$ cat config.mk
export PLATFORM = sky130hd
export DESIGN_NAME = pdmm_map
export DESIGN_NICKNAME = d
export VERILOG_FILES = /design/src/pdmm_pkg.sv /design/src/pdmm_map.sv
export SDC_FILE = /design/constraint.sdc
export NUM_CORES = 1
export LEC_CHECK = 0
export ABC_AREA = 1
export BUFFER_PORTS_ARGS = -buffer_cell sky130_fd_sc_hd__buf_2
export CAP_MARGIN = 40
export CORE_AREA = 2 2 336 338
export CTS_CLUSTER_DIAMETER = 200
export DETAILED_ROUTE_END_ITERATION = 7
export DIE_AREA = 0 0 338 340
export HOLD_SLACK_MARGIN = 0.05
export SKIP_CTS_REPAIR_TIMING = 1
export SYNTH_ARGS = -nofsm -noshare
export SYNTH_HDL_FRONTEND = slang
export SYNTH_SLANG_ARGS = --single-unit
export TNS_END_PERCENT = 5
$ cat constraint.sdc
create_clock -name clk -period 6.77 [get_ports clk]
set_input_delay 1.0155 -clock clk [delete_from_list [all_inputs] [get_ports clk]]
set_output_delay 1.0155 -clock clk [all_outputs]
set_load 0.02 [all_outputs]
$ cat src/pdmm_pkg.sv
// package for the program and data memory map decoder
`default_nettype none
package pdmm_pkg;
    localparam int PC_WIDTH = 13;
    localparam int INSN_WIDTH = 14;
    localparam int DATA_WIDTH = 8;
    localparam int DADDR_WIDTH = 8;
    localparam logic [12:0] RESET_VECTOR = 13'h0000;
    localparam logic [12:0] INT_VECTOR = 13'h0004;
    localparam logic [12:0] SMALL_PROG_MASK = 13'h03ff;
    localparam logic [12:0] LARGE_PROG_MASK = 13'h07ff;
    localparam logic [6:0] SFR_LIMIT = 7'h20;
    localparam logic [7:0] SMALL_RAM_LO = 8'h40;
    localparam logic [7:0] LARGE_RAM_LO = 8'h20;
    localparam logic [7:0] BANK0_RAM_HI = 8'h7f;
    localparam logic [7:0] BANK1_RAM_LO = 8'ha0;
    localparam logic [7:0] BANK1_RAM_HI = 8'hbf;
    localparam logic [7:0] MIRROR_LO = 8'hf0;
    localparam logic [7:0] MIRROR_BASE = 8'h70;
    localparam int BANK_BIT_POS = 7;

    // data access request from the core
    typedef struct packed {
        logic valid;
        logic write;
        logic indirect;
        logic [7:0] addr;
        logic [6:0] field;
        logic [7:0] wdata;
    } pdmm_dreq_t;

    // decoded data access towards storage
    typedef enum logic [1:0] {PDMM_NONE, PDMM_SFR, PDMM_RAM} pdmm_region_t;
endpackage : pdmm_pkg
`default_nettype wire

$ cat src/pdmm_map.sv
// program and data memory address decoder with built-in general purpose ram
// Function
// RQ1: the program counter is 13 bits wide, spanning 8k words of 14 bits.
// RQ2: the small variant implements program words 0 to 3ff only.
// RQ3: the large variant implements program words 0 to 7ff only.
// RQ4: program addresses past the implemented size wrap by dropping upper bits.
// RQ5: after reset instruction fetch begins at word 0.
// RQ6: a taken interrupt sends fetch to word 4.
// RQ7: data memory has two banks, each holding special and general registers.
// RQ8: the lowest 32 locations of each bank decode as special function regs.
// RQ9: the small variant maps bank 0 locations 40h to 7fh to ram.
// RQ10: the large variant maps 20h to 7fh and a0h to bfh to ram.
// RQ11: bank 1 locations f0h to ffh reach the same storage as 70h to 7fh.
// RQ12: unimplemented data locations read as zero.
// RQ13: the bank select bit chooses bank 0 when low and bank 1 when high.
// RQ14: software keeps the indirect page and upper bank bits at zero.
// RQ15: direct addresses are the bank select bit above the 7-bit field.
`default_nettype none
module pdmm_map #(
    parameter bit LARGE = 1'b1
) (
    input wire logic clk,
    input wire logic reset,
    input wire logic fetchAdvance,
    input wire logic intTake,
    input wire logic jumpValid,
    input wire logic [12:0] jumpAddr,
    input wire logic bankSelectBit,
    input wire pdmm_pkg::pdmm_dreq_t dataReq,
    input wire logic [7:0] sfrRdata,
    output logic [12:0] progCounter,
    output logic [12:0] progMemAddr,
    output logic [7:0] dataRdata,
    output logic dataRvalid,
    output logic sfrSel,
    output logic sfrWrite,
    output logic [4:0] sfrAddr,
    output logic [7:0] sfrWdata,
    output logic [7:0] dataAddr
);
    // pc state
    logic [12:0] pc_r, pc_nxt;
    logic [12:0] pma_r, pma_nxt;
    // data state
    logic [7:0] rdata_r, rdata_nxt;
    logic rvalid_r, rvalid_nxt;
    logic sfrSel_r, sfrSel_nxt;
    logic sfrWrite_r, sfrWrite_nxt;
    logic [4:0] sfrAddr_r, sfrAddr_nxt;
    logic [7:0] sfrWdata_r, sfrWdata_nxt;
    logic [7:0] daddr_r, daddr_nxt;
    logic pendSfr_r, pendSfr_nxt;
    logic [7:0] ram [0:127];
    logic [7:0] eff;
    logic [6:0] ramIdx;
    pdmm_pkg::pdmm_region_t region;

    // wrap into the implemented program space
    function automatic logic [12:0] wrapProg(input logic [12:0] a);
        return a & (LARGE ? pdmm_pkg::LARGE_PROG_MASK : pdmm_pkg::SMALL_PROG_MASK); // [RQ2] [RQ3] [RQ4]
    endfunction

    // classify an 8-bit data address as special register, ram or unimplemented
    function automatic pdmm_pkg::pdmm_region_t classify(input logic [7:0] a);
        logic b1;
        b1 = a[pdmm_pkg::BANK_BIT_POS];
        if (a[6:0] < pdmm_pkg::SFR_LIMIT) begin
            return pdmm_pkg::PDMM_SFR; // [RQ7] [RQ8]
        end
        if (!b1 && a >= (LARGE ? pdmm_pkg::LARGE_RAM_LO : pdmm_pkg::SMALL_RAM_LO)
                && a <= pdmm_pkg::BANK0_RAM_HI) begin
            return pdmm_pkg::PDMM_RAM; // [RQ9] [RQ10]
        end
        if (LARGE && a >= pdmm_pkg::BANK1_RAM_LO && a <= pdmm_pkg::BANK1_RAM_HI) begin
            return pdmm_pkg::PDMM_RAM; // [RQ10]
        end
        if (a >= pdmm_pkg::MIRROR_LO) begin
            return pdmm_pkg::PDMM_RAM; // [RQ11]
        end
        return pdmm_pkg::PDMM_NONE; // [RQ12]
    endfunction

    // program counter next value; interrupt outranks jump and advance
    always_comb begin
        pc_nxt = pc_r;
        if (intTake) begin
            pc_nxt = pdmm_pkg::INT_VECTOR; // [RQ6]
        end else if (jumpValid) begin
            pc_nxt = jumpAddr; // [RQ1]
        end else if (fetchAdvance) begin
            pc_nxt = 13'(pc_r + 13'h0001); // [RQ1]
        end
        if (reset) begin
            pc_nxt = pdmm_pkg::RESET_VECTOR; // [RQ5]
        end
        pma_nxt = wrapProg(pc_nxt); // [RQ4]
    end

    always_ff @(posedge clk) begin
        pc_r <= pc_nxt;
        pma_r <= pma_nxt;
    end

    // effective data address; indirect accesses carry a full address
    always_comb begin
        if (dataReq.indirect) begin
            eff = dataReq.addr;
        end else begin
            eff = {bankSelectBit, dataReq.field}; // [RQ13] [RQ15]
        end
        region = classify(eff);
        // mirror and bank 1 ram fold into one 128-byte array
        if (eff >= pdmm_pkg::MIRROR_LO) begin
            ramIdx = 7'(eff - pdmm_pkg::MIRROR_LO + pdmm_pkg::MIRROR_BASE); // [RQ11]
        end else if (eff[7]) begin
            ramIdx = 7'(eff - pdmm_pkg::BANK1_RAM_LO); // bank 1 ram uses free low slots
        end else begin
            ramIdx = eff[6:0];
        end
    end

    // data access next values; sfr reads return a cycle after select
    always_comb begin
        rdata_nxt = 8'h00;
        rvalid_nxt = 1'b0;
        sfrSel_nxt = 1'b0;
        sfrWrite_nxt = 1'b0;
        sfrAddr_nxt = sfrAddr_r;
        sfrWdata_nxt = sfrWdata_r;
        daddr_nxt = daddr_r;
        pendSfr_nxt = 1'b0;
        if (pendSfr_r) begin
            rdata_nxt = sfrRdata;
            rvalid_nxt = 1'b1;
        end
        if (dataReq.valid && !pendSfr_r) begin
            daddr_nxt = eff;
            case (region)
                pdmm_pkg::PDMM_SFR: begin
                    sfrSel_nxt = 1'b1; // [RQ8]
                    sfrWrite_nxt = dataReq.write;
                    sfrAddr_nxt = eff[4:0];
                    sfrWdata_nxt = dataReq.wdata;
                    pendSfr_nxt = !dataReq.write;
                end
                pdmm_pkg::PDMM_RAM: begin
                    rdata_nxt = ram[ramIdx];
                    rvalid_nxt = !dataReq.write;
                end
                pdmm_pkg::PDMM_NONE: begin
                    rdata_nxt = 8'h00; // [RQ12]
                    rvalid_nxt = !dataReq.write;
                end
                default: begin
                    rdata_nxt = 8'h00;
                end
            endcase
        end
        if (reset) begin
            rvalid_nxt = 1'b0;
            sfrSel_nxt = 1'b0;
            sfrWrite_nxt = 1'b0;
            pendSfr_nxt = 1'b0;
            rdata_nxt = 8'h00;
            sfrAddr_nxt = 5'h00;
            sfrWdata_nxt = 8'h00;
            daddr_nxt = 8'h00;
        end
    end

    always_ff @(posedge clk) begin
        rdata_r <= rdata_nxt;
        rvalid_r <= rvalid_nxt;
        sfrSel_r <= sfrSel_nxt;
        sfrWrite_r <= sfrWrite_nxt;
        sfrAddr_r <= sfrAddr_nxt;
        sfrWdata_r <= sfrWdata_nxt;
        daddr_r <= daddr_nxt;
        pendSfr_r <= pendSfr_nxt;
    end

    // ram storage keeps contents across reset, as static ram does
    always_ff @(posedge clk) begin
        if (!reset && dataReq.valid && !pendSfr_r && dataReq.write
                && region == pdmm_pkg::PDMM_RAM) begin
            ram[ramIdx] <= dataReq.wdata; // [RQ9] [RQ10] [RQ11]
        end
    end

    assign progCounter = pc_r;
    assign progMemAddr = pma_r;
    assign dataRdata = rdata_r;
    assign dataRvalid = rvalid_r;
    assign sfrSel = sfrSel_r;
    assign sfrWrite = sfrWrite_r;
    assign sfrAddr = sfrAddr_r;
    assign sfrWdata = sfrWdata_r;
    assign dataAddr = daddr_r;

    // checks
    chk_reset_vector: assert property (@(posedge clk) reset |=> pc_r == 13'h0000) // [RQ5]
        else $error("fetch did not restart at zero");
    chk_int_vector: assert property (@(posedge clk) disable iff (reset)
        intTake |=> pc_r == 13'h0004) // [RQ6]
        else $error("interrupt did not reach vector four");
    chk_prog_wrap: assert property (@(posedge clk) disable iff (reset)
        pma_r == (pc_r & (LARGE ? 13'h07ff : 13'h03ff))) // [RQ4]
        else $error("program address not wrapped");
    chk_advance_step: assert property (@(posedge clk) disable iff (reset)
        fetchAdvance && !intTake && !jumpValid |=> pc_r == 13'($past(pc_r) + 13'h0001)) // [RQ1]
        else $error("pc did not step by one");
    chk_sfr_decode: assert property (@(posedge clk) disable iff (reset)
        sfrSel_r |-> dataAddr[6:0] < 7'h20) // [RQ8]
        else $error("special select outside low block");
    chk_direct_bank: assert property (@(posedge clk) disable iff (reset)
        dataReq.valid && !dataReq.indirect && !pendSfr_r
        |=> dataAddr == {$past(bankSelectBit), $past(dataReq.field)}) // [RQ13] [RQ15]
        else $error("direct address not formed from bank bit");
    chk_unimpl_zero: assert property (@(posedge clk) disable iff (reset)
        dataReq.valid && !dataReq.write && !pendSfr_r && region == pdmm_pkg::PDMM_NONE
        |=> dataRvalid && dataRdata == 8'h00) // [RQ12]
        else $error("unimplemented read not zero");
    chk_mirror_alias: assert property (@(posedge clk) disable iff (reset)
        dataReq.valid && dataReq.write && !pendSfr_r && dataReq.indirect
        && dataReq.addr >= 8'hf0 ##2 dataReq.valid && !dataReq.write && dataReq.indirect
        && !pendSfr_r && dataReq.addr == 8'($past(dataReq.addr, 2) - 8'h80)
        |=> dataRdata == $past(dataReq.wdata, 3)) // [RQ11]
        else $error("mirror did not alias bank 0");
    chk_sfr_read_lat: assert property (@(posedge clk) disable iff (reset)
        sfrSel_r && !sfrWrite_r |=> dataRvalid) // [RQ7]
        else $error("special read answer missing");
    cov_interrupt: cover property (@(posedge clk) disable iff (reset) intTake ##1 fetchAdvance);
    cov_mirror_rd: cover property (@(posedge clk) disable iff (reset)
        dataReq.valid && eff >= 8'hf0);
    cov_sfr_read: cover property (@(posedge clk) disable iff (reset) sfrSel_r && !sfrWrite_r);
    cov_wrap: cover property (@(posedge clk) disable iff (reset) pc_r != pma_r);

    // bank 1 ram below the mirror, large variant only
    cov_bank1_ram: cover property (@(posedge clk) disable iff (reset)
        dataReq.valid && region == pdmm_pkg::PDMM_RAM && eff[7] && eff < 8'hf0);

    // fetch address also restarts, not only the counter
    chk_reset_fetch_addr: assert property (@(posedge clk) // [RQ5]
        reset |=> pma_r == pdmm_pkg::RESET_VECTOR)
        else $error("fetch address did not restart at zero");

    // no stale strobe may survive a reset
    chk_reset_data_idle: assert property (@(posedge clk) // [RQ5]
        reset |=> !rvalid_r && !sfrSel_r && !pendSfr_r)
        else $error("data strobes not idle after reset");

    // jump loads the full 13-bit address
    chk_jump_load: assert property (@(posedge clk) disable iff (reset) // [RQ1]
        jumpValid && !intTake |=> pc_r == $past(jumpAddr))
        else $error("jump target not loaded");

    // vector fetch address is already inside both memory sizes
    chk_int_fetch_addr: assert property (@(posedge clk) disable iff (reset) // [RQ6]
        intTake |=> pma_r == pdmm_pkg::INT_VECTOR)
        else $error("interrupt fetch address wrong");

    // without a request the counter must hold
    chk_pc_hold: assert property (@(posedge clk) disable iff (reset) // [RQ1]
        !fetchAdvance && !intTake && !jumpValid |=> pc_r == $past(pc_r))
        else $error("pc moved without a request");

    // fetch address never leaves the implemented words
    chk_prog_in_range: assert property (@(posedge clk) disable iff (reset) // [RQ2] [RQ3]
        pma_r <= (LARGE ? pdmm_pkg::LARGE_PROG_MASK : pdmm_pkg::SMALL_PROG_MASK))
        else $error("fetch address beyond implemented memory");

    // a taken special access strobes with the low five bits
    chk_sfr_addr_low: assert property (@(posedge clk) disable iff (reset) // [RQ8]
        dataReq.valid && !pendSfr_r && region == pdmm_pkg::PDMM_SFR
        |=> sfrSel_r && sfrAddr_r == $past(eff[4:0]))
        else $error("special access not strobed");

    // ram and empty space never disturb the special registers
    chk_ram_no_strobe: assert property (@(posedge clk) disable iff (reset) // [RQ9] [RQ10]
        dataReq.valid && !pendSfr_r && region != pdmm_pkg::PDMM_SFR |=> !sfrSel_r)
        else $error("special strobe on a ram access");

    // requests while a special read is pending are dropped
    chk_pending_drop: assert property (@(posedge clk) disable iff (reset) // [RQ8]
        pendSfr_r |=> !sfrSel_r)
        else $error("request taken during pending read");

    // writes give no read answer, which the core would mistake for data
    chk_write_no_answer: assert property (@(posedge clk) disable iff (reset) // [RQ9]
        dataReq.valid && dataReq.write && !pendSfr_r |=> !rvalid_r)
        else $error("write produced a read answer");

    // small variant has no bank 1 ram outside the mirror
    chk_small_no_bank1: assert property (@(posedge clk) disable iff (reset) // [RQ9] [RQ12]
        !LARGE && eff[7] && eff < pdmm_pkg::MIRROR_LO && eff[6:0] >= pdmm_pkg::SFR_LIMIT
        |-> region == pdmm_pkg::PDMM_NONE)
        else $error("small variant decoded bank 1 ram");

    // large variant decodes the whole bank 1 ram window
    chk_large_bank1_ram: assert property (@(posedge clk) disable iff (reset) // [RQ10]
        LARGE && eff >= pdmm_pkg::BANK1_RAM_LO && eff <= pdmm_pkg::BANK1_RAM_HI
        |-> region == pdmm_pkg::PDMM_RAM)
        else $error("bank 1 ram not decoded");

    // mirror shares the slots of the top of bank 0
    chk_mirror_slot: assert property (@(posedge clk) disable iff (reset) // [RQ11]
        eff >= pdmm_pkg::MIRROR_LO |-> ramIdx == 7'(eff - 8'h80))
        else $error("mirror slot differs from bank 0");

    // bank 0 ram sits at its own low seven bits
    chk_bank0_slot: assert property (@(posedge clk) disable iff (reset) // [RQ9] [RQ10]
        !eff[7] && region == pdmm_pkg::PDMM_RAM |-> ramIdx == eff[6:0])
        else $error("bank 0 ram slot wrong");
endmodule : pdmm_map
`default_nettype wire

==> load_flow_metrics.sql <==
INSERT INTO impl_metrics (metric_group, metric, value, unit) VALUES
('layout', 'syn_to_final_growth', '12.9', '%'),
('logic_synthesis', 'avgSynthCellArea', '10.8', 'µm²'),
('worst_setup_path', 'critPathMaxStageDelay', '0.59', 'ns'),
('floorplanning', 'fp.dieW', '338', 'µm'),
('worst_setup_path', 'total_buffers_and_inverters_traversed_by_the_critical_path', '3', ''),
('sta', 'period_minus_slack', '4.27', 'ns'),
('power', 'cellLeakagePower', '18.4', 'nW'),
('cts', 'cts_tree', 'done', ''),
('floorplanning', 'placement_rows', '123', ''),
('global_routing', 'grt_max_degree', '224', ''),
('logic_synthesis', 'netlist-cell-type-count', '27', ''),
('cts', 'cts_buffers', '109', ''),
('drt', 'drt-initial-drc-count', '3692', ''),
('drt', 'viasPerCell', '5.18', ''),
('worst_setup_path', 'critical_path_class', 'input pin to register', ''),
('cts', 'clock_sink_count', '1070', ''),
('sta', 'tightest_slew', '1.23', 'ns'),
('cts', 'cts-root-to-sink-buffers', '3', ''),
('power', 'power_per_cell_area', '287', 'nW/µm²'),
('placement', 'dpl.cell_count', '5527', ''),
('power', 'worst_ir_drop_vdd', '0.210', 'mV'),
('layout', 'commonest_non_fill_non_tap_cells_in_the_layout', 'sky130_fd_sc_hd__nand2_1 (1297), sky130_fd_sc_hd__edfxtp_1 (1024), sky130_fd_sc_hd__nor2_1 (537)', ''),
('drt', 'vias', '29700', ''),
('layout', 'nNetsFinal', '4195', ''),
('logic_synthesis', 'yosysWarningCount', '0', ''),
('sta', 'setup_repair_after_global_routing_missed_its_margin', 'false', ''),
('placement', 'total_half_perimeter_wirelength_after_legalization_and_detailed_placement', '73.3', 'mm'),
('worst_setup_path', 'critical_path_data_required_time', '7.07', 'ns'),
('worst_setup_path', 'critPathLaunchType', 'input pin', ''),
('logic_synthesis', 'ys_seq_elements', '1070', ''),
('floorplanning', 'design.die.area', '115000', 'µm²'),
('layout', 'antenna_cells_inserted', '0', ''),
('worst_setup_path', 'cpMaxStageDelayCell', 'sky130_fd_sc_hd__nor2_1', ''),
('cts', 'cts_root_buffer', 'sky130_fd_sc_hd__clkbuf_16', ''),
('run_status', 'outcome', 'finished, final reports clean', ''),
('worst_setup_path', 'timing.critical_path.cells', 'buf_2 -> inv_2 -> or2_2 -> o21ai_1 -> ha_1 -> nand4_1 -> nand3_1 -> a21boi_0 -> nor4_4 -> nand3_2 -> buf_4 -> nor2_1', ''),
('global_routing', 'grt_antenna_before_repair', '8', ''),
('worst_setup_path', 'worstPathArrival', '4.58', 'ns'),
('drt', 'wire_per_inst', '21.4', 'µm'),
('logic_synthesis', 'seq_area_frac_synth', '71.7', '%'),
('global_routing', 'grt.overflow.total', '0', ''),
('sta', 'slew_violations', '0', ''),
('logic_synthesis', 'netlist_instances', '4076', ''),
('floorplanning', 'core_area', '112000', 'µm²'),
('sta', 'report.final.hold_viol_count', '0', ''),
('placement', 'gpl.final_weighted_congestion', '0.908', ''),
('floorplanning', 'ioPinCount', '111', ''),
('worst_setup_path', 'timing.critical_path.to_type', 'register', ''),
('cts', 'clk_latency', '0.68', 'ns'),
('placement', 'io_buffers', '108', ''),
('sta', 'fin_worst_skew', '0.0252', 'ns'),
('global_routing', 'globalRouteTotalUtil', '21.1', '%'),
('sta', 'clock.fmax', '234', 'MHz'),
('drt', 'drcViolationCount', '0', ''),
('worst_setup_path', 'cp_top_family', 'simple AND/OR/NAND/NOR gates', ''),
('floorplanning', 'starting_density', '39.6', '%'),
('drt', 'ant_nets', '0', ''),
('drt', 'totalWireLength', '122', 'mm'),
('floorplanning', 'floorplan.die.height', '340', 'µm'),
('worst_setup_path', 'worst-path-max-fanout', '13', ''),
('layout', 'final_cells', '5726', ''),
('logic_synthesis', 'netlist_area', '44200', 'µm²'),
('layout', 'most_frequent_standard_cell_in_the_layout_excluding_fill_and_tap_cells', 'sky130_fd_sc_hd__nand2_1', ''),
('layout', 'final_layout_size_suffix_gt1_share', '8.31', '%'),
('global_routing', 'via_count_of_the_first_global_routing_pass', '28300', ''),
('hold_path', 'worst_hold_path_type', 'register to register', ''),
('global_routing', 'grt_first_pass_wirelength', '181', 'mm'),
('sta', 'relSlewSlack', '18.3', '%'),
('drt', 'detailedRoute.firstPassIterationCount', '8', ''),
('cts', 'clkTransAtPathRegs', '0.06', 'ns'),
('flow_run', 'cap_viol_max_count', '0', ''),
('sta', 'finalSetupTns', '0', 'ns'),
('cts', 'htree_levels', '3', ''),
('sta', 'layout_worst_path_cycle_share', '63.1', '%'),
('sta', 'setup_viol', '0', '');
[metrics by stage]
step,utilization [%],worst slack [ns],area [µm²],power [mW],hold slack [ns]
after floorplan,-,3.23,44200,8.06,0.540
after global placement,41.4,1.86,46200,8.58,0.448
after detailed placement,41.6,1.86,46400,8.59,0.452
after CTS,44.7,2.59,49900,14.4,0.462
after global routing,44.7,2.27,49900,14.8,0.477
final,44.7,2.50,49900,14.3,0.463
[Yosys cell counts]
cell type | instances | area, µm²
sky130_fd_sc_hd__a21boi_0 | 1 | 7.51
sky130_fd_sc_hd__a21oi_1 | 32 | 160
sky130_fd_sc_hd__a31oi_1 | 8 | 50.1
sky130_fd_sc_hd__buf_1 | 15 | 56.3
sky130_fd_sc_hd__buf_2 | 84 | 420
sky130_fd_sc_hd__buf_4 | 14 | 105
sky130_fd_sc_hd__clkbuf_1 | 113 | 424
sky130_fd_sc_hd__clkinv_1 | 2 | 7.51
sky130_fd_sc_hd__conb_1 | 1 | 3.75
sky130_fd_sc_hd__dfxtp_1 | 46 | 921
sky130_fd_sc_hd__edfxtp_1 | 1024 | 30700
sky130_fd_sc_hd__ha_1 | 4 | 50.1
sky130_fd_sc_hd__inv_1 | 217 | 815
sky130_fd_sc_hd__inv_2 | 1 | 3.75
sky130_fd_sc_hd__nand2_1 | 1302 | 4890
sky130_fd_sc_hd__nand3_1 | 316 | 1580
sky130_fd_sc_hd__nand3b_1 | 1 | 7.51
sky130_fd_sc_hd__nand4_1 | 50 | 313
sky130_fd_sc_hd__nor2_1 | 544 | 2040
sky130_fd_sc_hd__nor2_2 | 1 | 6.26
sky130_fd_sc_hd__nor3_1 | 1 | 5.00
sky130_fd_sc_hd__nor4_4 | 1 | 21.3
sky130_fd_sc_hd__o21ai_0 | 277 | 1390
sky130_fd_sc_hd__o21ai_1 | 4 | 20.0
sky130_fd_sc_hd__or2_2 | 9 | 56.3
sky130_fd_sc_hd__xnor2_1 | 4 | 35.0
sky130_fd_sc_hd__xor2_1 | 4 | 35.0
[worst paths after layout]
path / startpoint / to / slack [ns] / cells past startpoint
worst max-delay path: dataReq[23] / ram[124][5] / 2.50 / 12
worst min-delay path: sfrWdata[4] / sfrWdata[4] / 0.46 / 2
worst max register to register: pendSfr_r / ram[124][5] / 2.93 / 9
worst min register to register: sfrWdata[4] / sfrWdata[4] / 0.46 / 2
[sequential cells by signal (all words and copies together) (netlist names)]
register / flops
progCounter: 2
sfrWdata: 8
dataRvalid: 1
sfrSel: 1
dataAddr: 8
sfrWrite: 1
ram: 1024
pendSfr_r: 1
progMemAddr: 11
sfrAddr: 5
dataRdata: 8
[area by class of cell]
type	instances	area, µm²
inverters	220	826
multi-input cells	2561	10800
clock buffers	136	2870
flip-flops and latches	1070	31700
well taps	1500	1880
fillers	10400	61700
repair buffers	176	1270
clock inverters	63	584
[worst register-to-register path: cells and delay by family (launching register included)]
family	cells	cell delay, ns
flip-flops	1	0.59
AND/OR/NAND/NOR	5	1.93
buffers and inverters	4	0.95
[report_power, final]
part	switching (mW)	leakage [nW]	internal, mW
combinational	0.916	7.19	0.275
sequential	0.0147	9.58	7.26
clock	2.47	1.67	3.37
[metal layers]
metal	routed length (µm)	share of wire, %	vias up	global-route usage, %
met5	54	0.044	-	0
met4	3090	2.5	8	5.70
met3	11200	9.2	204	4.75
li1	-	-	13900	-
met1	52800	43	14400	30.4
met2	55200	45	1222	32.2
[kinds of logic after synthesis]
family | synth area share (%)
buf+inv | 4.15
fa+ha+maj | 0.113
flops | 71.7
simple gates | 20.2
xor+xnor | 0.159
other cells | 0.00849
compound gates | 3.68
(Power assumes the default switching activity.)
